## src/hdl/pieb_map.svh

```systemverilog
// Register offsets, field positions, masks and reset values of the third enable bank.
// Assumes an 8-bit register port with 4-bit register addresses on one clock.
`ifndef PIEB_MAP_SVH
`define PIEB_MAP_SVH

`define PIEB_OFS_ENABLE3   4'h0
`define PIEB_OFS_PRIO1     4'h1
`define PIEB_OFS_PRIO2     4'h2
`define PIEB_OFS_PRIO3     4'h3
`define PIEB_OFS_STATUS    4'h4
`define PIEB_OFS_CLEAR     4'h5
`define PIEB_OFS_CTRL      4'h6

`define PIEB_BIT_DISPLAY   6
`define PIEB_BIT_RX2       5
`define PIEB_BIT_TX2       4
`define PIEB_BIT_CC2       2
`define PIEB_BIT_CC1       1
`define PIEB_BIT_GLOBAL_PRIORITY_ENABLE      0

`define PIEB_EN3_IMPL      8'h76
`define PIEB_EN3_WMASK     8'h46
`define PIEB_EN3_RESET     8'h00
`define PIEB_PRIO1_MASK    8'h7B
`define PIEB_PRIO2_MASK    8'hCE
`define PIEB_PRIO3_MASK    8'h76
`define PIEB_PRIO1_RESET   8'h7B
`define PIEB_PRIO2_RESET   8'hCE
`define PIEB_PRIO3_RESET   8'h76
`define PIEB_CTRL_RESET    1'b0

`endif

```

## src/hdl/pieb_pkg.sv

```systemverilog
// State types of the third enable bank modules.
// Assumes eight-bit registers; the priority enable and the request states are single bits.
package pieb_pkg;
    typedef struct packed {
        logic [7:0] enable3;
        logic [7:0] prio1;
        logic [7:0] prio2;
        logic [7:0] prio3;
        logic       global_priority_enable;
        logic [7:0] rdata;
    } pieb_top_state_t;

    typedef struct packed {
        logic [7:0] status;
    } pieb_bank_state_t;

    typedef struct packed {
        logic irq;
        logic irq_high;
        logic irq_low;
    } pieb_route_state_t;
endpackage : pieb_pkg

```

## src/hdl/pieb_src_if.sv

```systemverilog
// Carrier between the bank top, the sticky flag bank and the request router.
// Assumes all three sit on the same clock.
`timescale 1ns/1ns
interface pieb_src_if;
    logic [7:0] flag;
    logic       clr_stb;
    logic [7:0] clr_mask;
    logic [7:0] status;
    logic [7:0] enable;
    logic [7:0] prio;
    logic       global_priority_enable;
    logic       irq;
    logic       irq_high;
    logic       irq_low;

    modport top   (output flag, clr_stb, clr_mask, enable, prio, global_priority_enable,
                   input  status, irq, irq_high, irq_low);
    modport bank  (input  flag, clr_stb, clr_mask, output status);
    modport route (input  status, enable, prio, global_priority_enable, output irq, irq_high, irq_low);
endinterface : pieb_src_if

```

## src/hdl/pieb_flag_bank.sv

```systemverilog
// Sticky per-source status flags of the third bank.
// Assumes flag pulses and clear strobes come from logic on the same clock.
`timescale 1ns/1ns
`include "pieb_map.svh"
module pieb_flag_bank (
    input  wire logic clk_in,
    input  wire logic rst_n_in,
    pieb_src_if.bank  src
);
    pieb_pkg::pieb_bank_state_t st;
    pieb_pkg::pieb_bank_state_t next_st;
    logic [7:0]                 next_bits;

    // A flag arriving with its clear is kept
    for (genvar g = 0; g < 8; g++) begin : g_bit
        assign next_bits[g] = src.flag[g] | (st.status[g] & ~(src.clr_stb & src.clr_mask[g]));
    end

    always_comb begin
        next_st        = st;
        next_st.status = next_bits & `PIEB_EN3_IMPL;
    end

    always_ff @(posedge clk_in or negedge rst_n_in) begin
        if (!rst_n_in) begin
            st <= '0;
        end else begin
            st <= next_st;
        end
    end

    assign src.status = st.status;
endmodule : pieb_flag_bank

```

## src/hdl/pieb_prio_route.sv

```systemverilog
// Routes pending enabled sources onto the request outputs.
// Assumes status, enable and priority arrive from the same clock.
`timescale 1ns/1ns
module pieb_prio_route (
    input  wire logic clk_in,
    input  wire logic rst_n_in,
    pieb_src_if.route src
);
    pieb_pkg::pieb_route_state_t st;
    pieb_pkg::pieb_route_state_t next_st;
    logic [7:0]                  pend;

    assign pend = src.status & src.enable;

    always_comb begin
        next_st     = st;
        next_st.irq = |pend;
        if (src.global_priority_enable) begin
            next_st.irq_high = |(pend & src.prio);
            next_st.irq_low  = |(pend & ~src.prio);
        end else begin
            // Without priorities every source uses the single high vector
            next_st.irq_high = |pend;
            next_st.irq_low  = 1'b0;
        end
    end

    always_ff @(posedge clk_in or negedge rst_n_in) begin
        if (!rst_n_in) begin
            st <= '0;
        end else begin
            st <= next_st;
        end
    end

    assign src.irq      = st.irq;
    assign src.irq_high = st.irq_high;
    assign src.irq_low  = st.irq_low;
endmodule : pieb_prio_route

```

## src/hdl/pieb_top.sv

```systemverilog
// Third peripheral interrupt enable bank with its three priority registers,
// sticky status, clear register and request outputs.
// Assumes a plain register port on clk_in; source flags and display mode come from same-clock logic.
`timescale 1ns/1ns
`include "pieb_map.svh"
module pieb_top (
    input  wire logic       clk_in,
    input  wire logic       rst_n_in,
    input  wire logic [3:0] reg_addr_in,
    input  wire logic [7:0] reg_wdata_in,
    input  wire logic       reg_wr_in,
    input  wire logic       reg_rd_in,
    output logic      [7:0] reg_rdata_out,
    input  wire logic       display_flag_in,
    input  wire logic       serial2_rx_flag_in,
    input  wire logic       serial2_tx_flag_in,
    input  wire logic       capcmp2_flag_in,
    input  wire logic       capcmp1_flag_in,
    input  wire logic       lcd_type_b_in,
    input  wire logic       lcd_nonstatic_in,
    input  wire logic       serial2_rx_irq_enable_in,
    input  wire logic       serial2_tx_irq_enable_in,
    output logic            irq_out,
    output logic            irq_high_out,
    output logic            irq_low_out,
    output logic      [7:0] priority_reg_first_out,
    output logic      [7:0] priority_reg_second_out,
    output logic      [7:0] priority_reg_third_out,
    output logic            global_priority_enable_out
);
    pieb_pkg::pieb_top_state_t st;
    pieb_pkg::pieb_top_state_t next_st;
    logic                      display_mode_ok;
    logic [7:0]                read_mux;
    logic [7:0]                flag_vec;
    logic [7:0]                enable_eff;

    pieb_src_if u_src ();

    // Display enable only counts in type-B waveform with non-static drive
    assign display_mode_ok = lcd_type_b_in & lcd_nonstatic_in;

    always_comb begin
        flag_vec                    = 8'h00;
        flag_vec[`PIEB_BIT_DISPLAY] = display_flag_in;
        flag_vec[`PIEB_BIT_RX2]     = serial2_rx_flag_in;
        flag_vec[`PIEB_BIT_TX2]     = serial2_tx_flag_in;
        flag_vec[`PIEB_BIT_CC2]     = capcmp2_flag_in;
        flag_vec[`PIEB_BIT_CC1]     = capcmp1_flag_in;
    end

    always_comb begin
        enable_eff                    = st.enable3;
        enable_eff[`PIEB_BIT_DISPLAY] = st.enable3[`PIEB_BIT_DISPLAY] & display_mode_ok;
    end

    assign u_src.flag     = flag_vec;
    assign u_src.clr_stb  = reg_wr_in && (reg_addr_in == `PIEB_OFS_CLEAR);
    assign u_src.clr_mask = reg_wdata_in;
    assign u_src.enable   = enable_eff;
    assign u_src.prio     = st.prio3;
    assign u_src.global_priority_enable     = st.global_priority_enable;

    always_comb begin
        read_mux = 8'h00;
        unique case (reg_addr_in)
            `PIEB_OFS_ENABLE3: begin
                read_mux = st.enable3 & `PIEB_EN3_IMPL;
            end
            `PIEB_OFS_PRIO1: begin
                read_mux = st.prio1;
            end
            `PIEB_OFS_PRIO2: begin
                read_mux = st.prio2;
            end
            `PIEB_OFS_PRIO3: begin
                read_mux = st.prio3;
            end
            `PIEB_OFS_STATUS: begin
                read_mux = u_src.status;
            end
            `PIEB_OFS_CTRL: begin
                read_mux[`PIEB_BIT_GLOBAL_PRIORITY_ENABLE] = st.global_priority_enable;
            end
            default: begin
                // Clear register and unmapped addresses read zero
                read_mux = 8'h00;
            end
        endcase
    end

    always_comb begin
        next_st       = st;
        next_st.rdata = reg_rd_in ? read_mux : 8'h00;
        if (reg_wr_in) begin
            unique case (reg_addr_in)
                `PIEB_OFS_ENABLE3: begin
                    next_st.enable3 = reg_wdata_in & `PIEB_EN3_WMASK;
                end
                `PIEB_OFS_PRIO1: begin
                    next_st.prio1 = reg_wdata_in & `PIEB_PRIO1_MASK;
                end
                `PIEB_OFS_PRIO2: begin
                    next_st.prio2 = reg_wdata_in & `PIEB_PRIO2_MASK;
                end
                `PIEB_OFS_PRIO3: begin
                    next_st.prio3 = reg_wdata_in & `PIEB_PRIO3_MASK;
                end
                `PIEB_OFS_CTRL: begin
                    next_st.global_priority_enable = reg_wdata_in[`PIEB_BIT_GLOBAL_PRIORITY_ENABLE];
                end
                default: begin
                    // Status is read-only, clear acts in the flag bank
                    next_st.global_priority_enable = st.global_priority_enable;
                end
            endcase
        end
        // Serial port enables are owned by hardware; software writes never reach them
        next_st.enable3[`PIEB_BIT_RX2] = serial2_rx_irq_enable_in;
        next_st.enable3[`PIEB_BIT_TX2] = serial2_tx_irq_enable_in;
    end

    always_ff @(posedge clk_in or negedge rst_n_in) begin
        if (!rst_n_in) begin
            st.enable3 <= `PIEB_EN3_RESET;
            st.prio1   <= `PIEB_PRIO1_RESET;
            st.prio2   <= `PIEB_PRIO2_RESET;
            st.prio3   <= `PIEB_PRIO3_RESET;
            st.global_priority_enable    <= `PIEB_CTRL_RESET;
            st.rdata   <= 8'h00;
        end else begin
            st <= next_st;
        end
    end

    pieb_flag_bank u_bank (
        .clk_in   (clk_in),
        .rst_n_in (rst_n_in),
        .src      (u_src.bank)
    );

    pieb_prio_route u_route (
        .clk_in   (clk_in),
        .rst_n_in (rst_n_in),
        .src      (u_src.route)
    );

    assign reg_rdata_out              = st.rdata;
    assign irq_out                    = u_src.irq;
    assign irq_high_out               = u_src.irq_high;
    assign irq_low_out                = u_src.irq_low;
    assign priority_reg_first_out     = st.prio1;
    assign priority_reg_second_out    = st.prio2;
    assign priority_reg_third_out     = st.prio3;
    assign global_priority_enable_out = st.global_priority_enable;
endmodule : pieb_top

```

## config.mk

```make
export PLATFORM = sky130hd
export DESIGN_NAME = pieb_top
export DESIGN_NICKNAME = d
export VERILOG_FILES = /design/src/hdl/pieb_pkg.sv /design/src/hdl/pieb_src_if.sv /design/src/hdl/pieb_flag_bank.sv /design/src/hdl/pieb_prio_route.sv /design/src/hdl/pieb_top.sv
export VERILOG_INCLUDE_DIRS = /design/src /design/src/hdl
export SDC_FILE = /design/constraint.sdc
export NUM_CORES = 1
export LEC_CHECK = 0
export ABC_AREA = 1
export BUFFER_PORTS_ARGS = -buffer_cell sky130_fd_sc_hd__buf_2
export CAP_MARGIN = 10
export CORE_UTILIZATION = 50
export DETAILED_ROUTE_END_ITERATION = 8
export GPL_TIMING_DRIVEN = 1
export PLACE_DENSITY_LB_ADDON = 0.08
export SYNTH_ARGS = -nofsm -noshare
export SYNTH_HDL_FRONTEND = slang
export SYNTH_HIERARCHICAL = 1
export SYNTH_SLANG_ARGS = --single-unit
```

## constraint.sdc

```tcl
create_clock -name clk_in -period 1.38 [get_ports clk_in]
set_input_delay 0.207 -clock clk_in [delete_from_list [all_inputs] [get_ports clk_in]]
set_output_delay 0.207 -clock clk_in [all_outputs]
set_load 0.01 [all_outputs]
```

==> impl_metrics.toml, run 1 <==
[synthesis]
synth_top_family_by_area = "simple AND/OR/NAND/NOR gates"
yosys_warnings = 6
yosysTopAreaCell = "dfrtp_1"
synthAdderAreaFrac_pct = 0
seq_area_frac_synth_pct = 43.8
synth_cells = 285
synth-compound-area-share_pct = 5.59
ys_ff_latch = 38
synth_cell_type_count = 22
yosys.area_share.simple_pct = 32.1
synthXorXnorAreaFrac_pct = 0
netlist_top_cells_area = "dfrtp_1, dfstp_2, nand2_1"
synthMuxAreaShare_pct = 0
synth_area_mm2 = 0.00222
synth_top_area_share_pct = 24.8
avgSynthCellArea_um2 = 7.78

[clock_network]
clkSinkCount = 38
postCtsSetupBuffers = 0
cts_resized = 0
cts_tree = "done"
ctsRootBufferMaster = "clkbuf_8"
clkTransAtPathRegs_ns = 0.07
clkLatencyLatePin_ns = 0.29
clockBufferDepth = 2
cts_buffers = 5
cts_max_level = 2
holdBufCountCts = 1

[worst_setup_path]
critPathArrivalTime_ns = 1.03
cp.required_ns = 1.17
critical_path.cell_chain = "buf_2"
crit_path_max_incr_delay_ns = 0.59
slowest_stage = "dfstp_2"
path_max_fanout = 5
start_kind = "flop"
endpoint_kind = "output pin"
path_buf_inv = 1
crit_type = "reg2out"
path_delay_family = "flip-flops"

[sta]
hold_viol = 0
clock.fmax_mhz = 810
skew_ns = 0.00230
rsz0062_at_grt = "false"
setup_viol = 0
final_max_slew_viol_count = 0
period_minus_slack_ns = 1.23
fin_crit_sh_pct = 89.4
tns_ns = 0

[pwr]
p_per_area_mw_per_mm2 = 1160
leakagePower_uw = 0.00138
irDropWorstVdd_v = 0.000706
p_total_uw = 2900

[finish]
final_nets = 362
finalInstanceArea_mm2 = 0.00250
area_delta_synth_final_pct = 12.7
fin_util_pct = 60.7
fillCellCount = 399
drive_above_1_share_pct = 28.7
finalNonFillerCells = 388
num_antenna_cells = 0

[global_route]
grtUsageTotal_pct = 22.5
antenna_found_initial = 0
grt-ovfl-total = 0
grt_pass1_wl_mm = 7.38
grt_start_max_net_pins = 24
grt_pass1_vias = 1540

[floorplan]
rows = 23
start_util_pct = 53.8
io_pins = 61
die_x_um = 68.6
dieArea_mm2 = 0.00470
core_mm2 = 0.00412
die_h_um = 68.6

[hold_path]
hp-class = "in2reg"

[outcome]
status = "completed"

[placement]
dp.cells = 378
gp_congestion = 0.908
place.detailed.hpwl_mm = 3.60
placedInstanceArea_mm2 = 0.00239
io_buffer_count = 52

[route]
dr.pass1.iters = 4
wire_per_inst_um = 11.8
ant_nets = 0
viasPerCell = 4.58
drc_errors = 0
num_vias = 1776
drt-initial-drc-count = 109
drt-total-wl_mm = 4.57

[job]
cap_viol_max_count = 0
==> routing by layer <==
layer	GRT usage [%]	wire length, µm
met1	31.5	2170
met2	33.8	2100
met3	4.93	244
met4	8.07	48
met5	0	0
==> stage by stage <==
stage / setup slack (ns) / hold WS [ns]
2_1_floorplan: 0.296 / -0.0886
3_3_place_gp: 0.203 / 0.143
3_5_place_dp: 0.189 / 0.147
4_1_cts: 0.141 / 0.00568
5_1_grt: 0.110 / 0.00265
6_report: 0.146 / 0.0195
==> path summary, 6_finish.rpt <==
kind	from	to	slack [ns]	depth (start not counted)
hold / removal	serial2_rx_irq_enable_in	enable_eff[5]	0.02	1
setup reg to reg	st[39]	u_route/src.irq_high	0.25	7
max in group asynchronous	rst_n_in	priority_reg_second_out[6]	0.49	3
setup / recovery	priority_reg_third_out[5]	priority_reg_third_out[5]	0.15	1
hold reg to reg	priority_reg_first_out[0]	priority_reg_first_out[0]	0.48	2
min in group asynchronous	rst_n_in	u_route/src.irq	0.37	2
==> where the power goes <==
group | switching [µW] | leakage [µW] | total (µW) | internal [µW]
combinational | 365 | 0.000900 | 624 | 258
clock | 379 | 0.0000482 | 782 | 403
sequential | 151 | 0.000428 | 1490 | 1340
==> cell type report <==
cell class                 count  area (µm²)  share of cell area, %
clock buffer                   7        86.3                   3.46
clock inverter                 1        5.00                  0.200
inverter                      29         109                   4.36
multi-input combinational    204         933                   37.4
sequential                    38         971                   38.9
tap                           50        62.6                   2.51
timing repair buffer          59         330                   13.2
==> cell usage in the layout, fill, tap and decap left out, types with 3 or more instances in the layout <==
master,n
dfrtp_1,22
conb_1,26
nor2_4,3
buf_2,52
nor2_1,18
nand3_1,38
o21ai_0,8
nand2_1,85
dfstp_2,16
clkbuf_8,6
buf_4,4
o21ai_1,6
nand2_2,4
inv_1,28
o21ai_2,5
==> registers in the layout, indices dropped and copies added (netlist names) <==
name / count
enable_eff: 4
st: 1
reg_rdata_out: 8
u_route/src.irq: 1
priority_reg_first_out: 6
u_bank/src.status: 5
u_route/src.irq_high: 1
u_route/src.irq_low: 1
global_priority_enable_out: 1
priority_reg_second_out: 5
priority_reg_third_out: 5
==> cells by family after synthesis <==
family | after synthesis
buf+inv | 67
simple gates | 157
other cells | 2
compound gates | 21
flops | 38
==> synthesized netlist by cell type (all sizes together) <==
cell and count:
buf 38, and3 1, nand3 39, inv 28
a21oi 2, nand3b 1, conb 2, clkinv 1
dfrtp 22, o21ai 19, nand2 91, nor2 23
dfstp 16, nor3 2
(Power assumes the default switching activity.)
==> run 2, diff against run 1 <==
--- a/config.mk
+++ b/config.mk
@@ -6,7 +6,6 @@
 export SDC_FILE = /design/constraint.sdc
 export NUM_CORES = 1
 export LEC_CHECK = 0
-export ABC_AREA = 1
 export BUFFER_PORTS_ARGS = -buffer_cell sky130_fd_sc_hd__buf_2
 export CAP_MARGIN = 10
 export CORE_UTILIZATION = 50
==> run 2 against run 1 <==
  * Maximum frequency up 0.26%
  * Via count down 13%
  * Total power rose by 6.4%
  * Synthesized area decreased by 4.2%
  * Worst setup slack better by 0.0032 ns
  * Register-to-register slack got worse by 0.10 ns
  * First-iteration DRC count decreased by 39%
  * Sequential share of layout area up 0.47 points
==> impl_metrics.toml, run 2 <==
[pwr]
p_clk_share_pct = 28.4
combPwrFrac_pct = 22.9
pwr-share-seq_pct = 48.7
leakagePower_uw = 0.00114
netSwitchingFraction_pct = 27.8
p_sw_uw = 858
p_int_uw = 2220
irDropWorstVdd_v = 0.000686
p_per_area_mw_per_mm2 = 1250

[clock_network]
clkTransAtPathRegs_ns = 0.07
cts_max_level = 2
clkSinkCount = 38
cts_tree = "done"
clkLatencyLatePin_ns = 0.28
ctsRootBufferMaster = "clkbuf_8"
clockBufferDepth = 2
cts_buffers = 5
postCtsSetupBuffers = 0

[floorplan]
die_x_um = 67.2
dieArea_mm2 = 0.00451
start_util_pct = 52.7
core_mm2 = 0.00403
rows = 23
io_pins = 61
die_h_um = 67.2

[synthesis]
synth_top_area_share_pct = 25.9
synthTopCellsByCount = "buf_4, mux2_2, dfrtp_1"
synth-edff-count = 0
yosysMostFrequentCell = "buf_4"
yosys_warnings = 6
synthFlopType = "dfrtp_1"
yosysTopAreaCell = "dfrtp_1"
synth_cells = 198
netlist_top_cells_area = "dfrtp_1, dfstp_2, mux2_2"
synth_cell_type_count = 34
ys_ff_latch = 38
synthArstFlopShare_pct = 100
seq_area_frac_synth_pct = 45.7
synth_area_mm2 = 0.00212
avgSynthCellArea_um2 = 10.7

[worst_setup_path]
cp.required_ns = 1.54
crit_type = "reg2reg"
critPathArrivalTime_ns = 1.39
r2r_slack_ns = 0.15
start_kind = "flop"
r2r_cells = 4
rr_startpoint = "st[39]"
path_max_fanout = 3
timing.rr.end = "u_route/src.irq_low"
endpoint_kind = "flop"

[route]
drc_errors = 0
wire_per_inst_um = 15.3
drt-initial-drc-count = 67
drt-total-wl_mm = 4.61
dr.pass1.iters = 4
num_vias = 1539
viasPerCell = 5.10
ant_nets = 0

[global_route]
grt_pass1_wl_mm = 7.16
grt-ovfl-total = 0
grtUsageTotal_pct = 22.4
grt_pass1_vias = 1471
busiest_layer = "met2"
grt_start_max_net_pins = 21
antenna_found_initial = 0
gr-usage-met2_pct = 36.9
met3_usage_pct = 5.57
use_met1_pct = 28.7

[finish]
num_antenna_cells = 0
largest_reg_flops = 8
area_delta_synth_final_pct = 16.2
drive_above_1_share_pct = 49.2
final_nets = 276
final_common_cell = "buf_2"
most-common-layout-cells = "buf_2, mux2_2, conb_1, dfrtp_1, nand2_1"
finalInstanceArea_mm2 = 0.00247

[hold_path]
hp-class = "in2reg"
hold_path_depth = 1
whs_endpoint = "enable_eff[5]"
hold_path.startpoint = "serial2_rx_irq_enable_in"

[placement]
gp_congestion = 0.857
io_buffer_count = 52
place.detailed.hpwl_mm = 3.57
dp_slack_ns = -0.0450
placedInstanceArea_mm2 = 0.00235

[sta]
tns_ns = 0
setup_viol = 0
period_minus_slack_ns = 1.23
skew_ns = 0.00495
final_max_slew_viol_count = 0
clock.fmax_mhz = 812
rsz0062_at_grt = "false"
fin_crit_sh_pct = 89.2
hold_viol = 0
fin_ws_ns = 0.149

[job]
cap_viol_max_count = 0

[outcome]
status = "completed"
==> run 2: cell count changes in the layout (fill, tap and decap cells not counted), moves of 6 or more <==
cell,delta
mux2_2,+26
nand3_1,-27
o21ai_1,-6
nand2_1,-65
nor2_1,-14
o21ai_0,-7
buf_4,+9
inv_1,-28
a21o_1,+7
==> run 2: cell families (layout without fill, tap and decap cells) <==
group	after synthesis	count (layout)	synth area share [%]
AOI/OAI and AO/OA	26	26	8.19
other	2	23	0.354
and+or+nand+nor	63	63	17.0
muxes	27	27	14.5
DFF	38	38	45.7
buffers and inverters	42	75	14.2
==> run 2: area by class of cell <==
class | count | area, µm²
Clock buffer | 8 | 110
Fill cell | 366 | 1560
Multi-Input combinational cell | 139 | 936
Sequential cell | 38 | 971
Tap cell | 50 | 62.6
Timing Repair Buffer | 67 | 388
==> run 2: worst max-delay path by stage <==
stage / start / to / slack (ns) / cells past startpoint
3_5_place_dp: reg_addr_in[2] / priority_reg_third_out[4] / -0.05 / 4
6_report: st[39] / u_route/src.irq_low / 0.15 / 4
4_1_cts: st[39] / u_route/src.irq_low / 0.14 / 4
3_3_place_gp: reg_addr_in[2] / priority_reg_third_out[5] / -0.005 / 4
5_1_grt: st[39] / u_route/src.irq_low / 0.09 / 4
2_1_floorplan: reg_addr_in[2] / priority_reg_third_out[1] / 0.09 / 5
==> run 2: routing by layer <==
layer	vias to the layer above	wire, µm
met5	-	0
met4	0	25
met3	2	212
met2	58	2250
met1	739	2120
li1	740	-
==> run 2: worst max-delay path, stage by stage, from the launching register on <==
cell	delay [ns]
dfrtp_1	0.39
and3_1	0.17
nand2_1	0.09
o22ai_1	0.08
o41a_1	0.37
==> run 2: repair_timing <==
item	4_1_cts	5_1_grt
hold buffers	1	0
gates resized for setup	0	0
endpoints found under the hold margin	13	0
==> run 2: power groups by stage <==
stage	registers (µW)	logic, µW	clock network [µW]
after global routing	1530	767	944
after CTS	1500	707	893
after detailed placement	1520	702	0
after global placement	1510	688	0
after floorplan	1490	590	0
final	1500	706	877
==> run 2: through the flow <==
stage                     hold WS [ns]  util, %  total power [µW]  std cells
final                           0.0279     61.2              3080        302
after global placement           0.167     58.3              2200        293
after CTS                       0.0174     61.2              3100        302
after detailed placement         0.184     58.3              2220        293
after global routing            0.0105     61.2              3240        302
after floorplan                -0.0886        -              2080        219
==> run 3, diff against run 2 <==
==> constraint.sdc (replaced) <==
create_clock -name clk_in -period 1.53 [get_ports clk_in]
set_input_delay 0.2295 -clock clk_in [delete_from_list [all_inputs] [get_ports clk_in]]
set_output_delay 0.2295 -clock clk_in [all_outputs]
set_load 0.01 [all_outputs]
==> run 3 against run 2 <==
  * Clock skew is 0.0017 ns higher
  * Cell count decreased by 2.0%
  * Critical path depth shrank 3
  * Sequential power decreased by 9%
  * Via count grew 0.52%
  * Total power decreased by 12%
  * Largest power group unchanged
==> impl_metrics.toml, run 3 (synthesis results as in run 2) <==
[outcome]
status = "completed"

[route]
wire_per_inst_um = 16.0
wl_met2_mm = 2.26
num_vias = 1547
viasPerCell = 5.23
ant_nets = 0
routed.top_layer = "met4"
drc_errors = 0
drt-initial-drc-count = 68
wl_met1_mm = 2.11
dr.pass1.iters = 4
drt-total-wl_mm = 4.73
met3_length_um = 294

[finish]
drive_above_1_share_pct = 47.6
num_antenna_cells = 0
largest_reg_flops = 8
seq_area_um2 = 971
area_delta_synth_final_pct = 13.7
final_common_cell = "buf_2"
multiInputGateArea_um2 = 930
most-common-layout-cells = "buf_2, mux2_2, conb_1, dfrtp_1, nand2_1"
final_nets = 270
fillCellCount = 359

[global_route]
antenna_found_initial = 0
grt-ovfl-total = 0
grt_pass1_wl_mm = 7.27
grt_start_max_net_pins = 21
grt_pass1_vias = 1480
grtUsageTotal_pct = 22.9

[floorplan]
io_pins = 61
rows = 23
core_mm2 = 0.00403
dieArea_mm2 = 0.00451
start_util_pct = 52.7
die_x_um = 67.2
die_h_um = 67.2

[worst_setup_path]
slowest_stage = "dfstp_2"
cp.required_ns = 1.30
crit_type = "reg2out"
critical_path.cell_chain = "buf_2"
path_max_fanout = 5
path_buf_inv = 1
path_delay_family = "flip-flops"
endpoint_kind = "output pin"
start_kind = "flop"
crit_path_max_incr_delay_ns = 0.59
critPathArrivalTime_ns = 1.03

[pwr]
leakagePower_uw = 0.00110
irDropWorstVdd_v = 0.000588
p_total_uw = 2710
p_per_area_mw_per_mm2 = 1120

[clock_network]
cts_resized = 0
clkSinkCount = 38
ctsRootBufferMaster = "clkbuf_8"
clkLatencyLatePin_ns = 0.29
cts_tree = "done"
cts_buffers = 5
cts_max_level = 2
clkTransAtPathRegs_ns = 0.08
postCtsSetupBuffers = 0
clockBufferDepth = 2

[sta]
tns_ns = 0
fin_ws_ns = 0.267
fin_crit_sh_pct = 82.5
final_max_slew_viol_count = 0
rsz0062_at_grt = "false"
skew_ns = 0.00664
hold_viol = 0
period_minus_slack_ns = 1.26
clock.fmax_mhz = 792
worst_hold_slack_ns = 0.0549
setup_viol = 0

[placement]
io_buffer_count = 52
gp_congestion = 0.858
place.detailed.hpwl_mm = 3.68
dp_slack_ns = 0.122

[hold_path]
hp-class = "in2reg"

[job]
cap_viol_max_count = 0
-- run 3: cell types whose count changed in the layout (fill, tap and decap cells not counted) --
cell	previous run	this run
nor4b_2	1	0
nor4b_1	0	1
clkinvlp_4	0	1
clkinv_2	0	1
clkbuf_8	8	6
buf_4	13	6
buf_12	1	2
-- run 3: layout make-up --
cell class / instances / area share, %
clock buffer: 6 / 3.42
timing repair buffer: 61 / 14.7
clock inverter: 2 / 0.518
multi-input combinational: 139 / 38.5
sequential: 38 / 40.2
tap: 50 / 2.59
-- run 3: worst paths after layout --
path                                           startpoint                        end  slack, ns  depth (start not counted)
worst max-delay path            priority_reg_third_out[2]  priority_reg_third_out[2]       0.27                          1
worst min-delay path             serial2_tx_irq_enable_in              enable_eff[4]       0.05                          1
worst max register to register                     st[39]        u_route/src.irq_low       0.27                          4
worst min register to register                     st[39]                     st[39]       0.54                          1
max in group asynchronous                        rst_n_in  priority_reg_first_out[4]       0.56                          3
min in group asynchronous                        rst_n_in           reg_rdata_out[7]       0.42                          2
-- run 3: layer usage --
| layer | GRT usage, % | vias up |
|---|---|---|
| met1 | 30.1 | 738 |
| met5 | 0 | - |
| li1 | - | 737 |
| met3 | 5.74 | 9 |
| met2 | 36.8 | 63 |
| met4 | 7.71 | 0 |
-- run 3: timing repair --
action / 4_1_cts / 5_1_grt
hold buffers: 1 / 0
endpoints found under the hold margin: 13 / 0
setup endpoints to repair: 0 / 0
-- run 3: worst register-to-register path, stage by stage (launching register included) --
cell	delay [ns]
dfrtp_1	0.39
and3_1	0.17
nand2_1	0.10
o22ai_1	0.09
o41a_1	0.38
-- run 3: through the flow --
stage / area, µm² / util, % / std cells
3_3_place_gp: 2310 / 57.3 / 287
2_1_floorplan: 2200 / - / 219
6_report: 2410 / 59.9 / 296
3_5_place_dp: 2310 / 57.3 / 287
4_1_cts: 2410 / 59.9 / 296
5_1_grt: 2410 / 59.9 / 296
-- run 3: power by group --
part           leakage (µW)  total [µW]  switching [µW]  internal (µW)
sequential         0.000427        1360             138           1230
combinational      0.000625         634             314            320
clock             0.0000472         712             350            362
total               0.00110        2710             802           1910
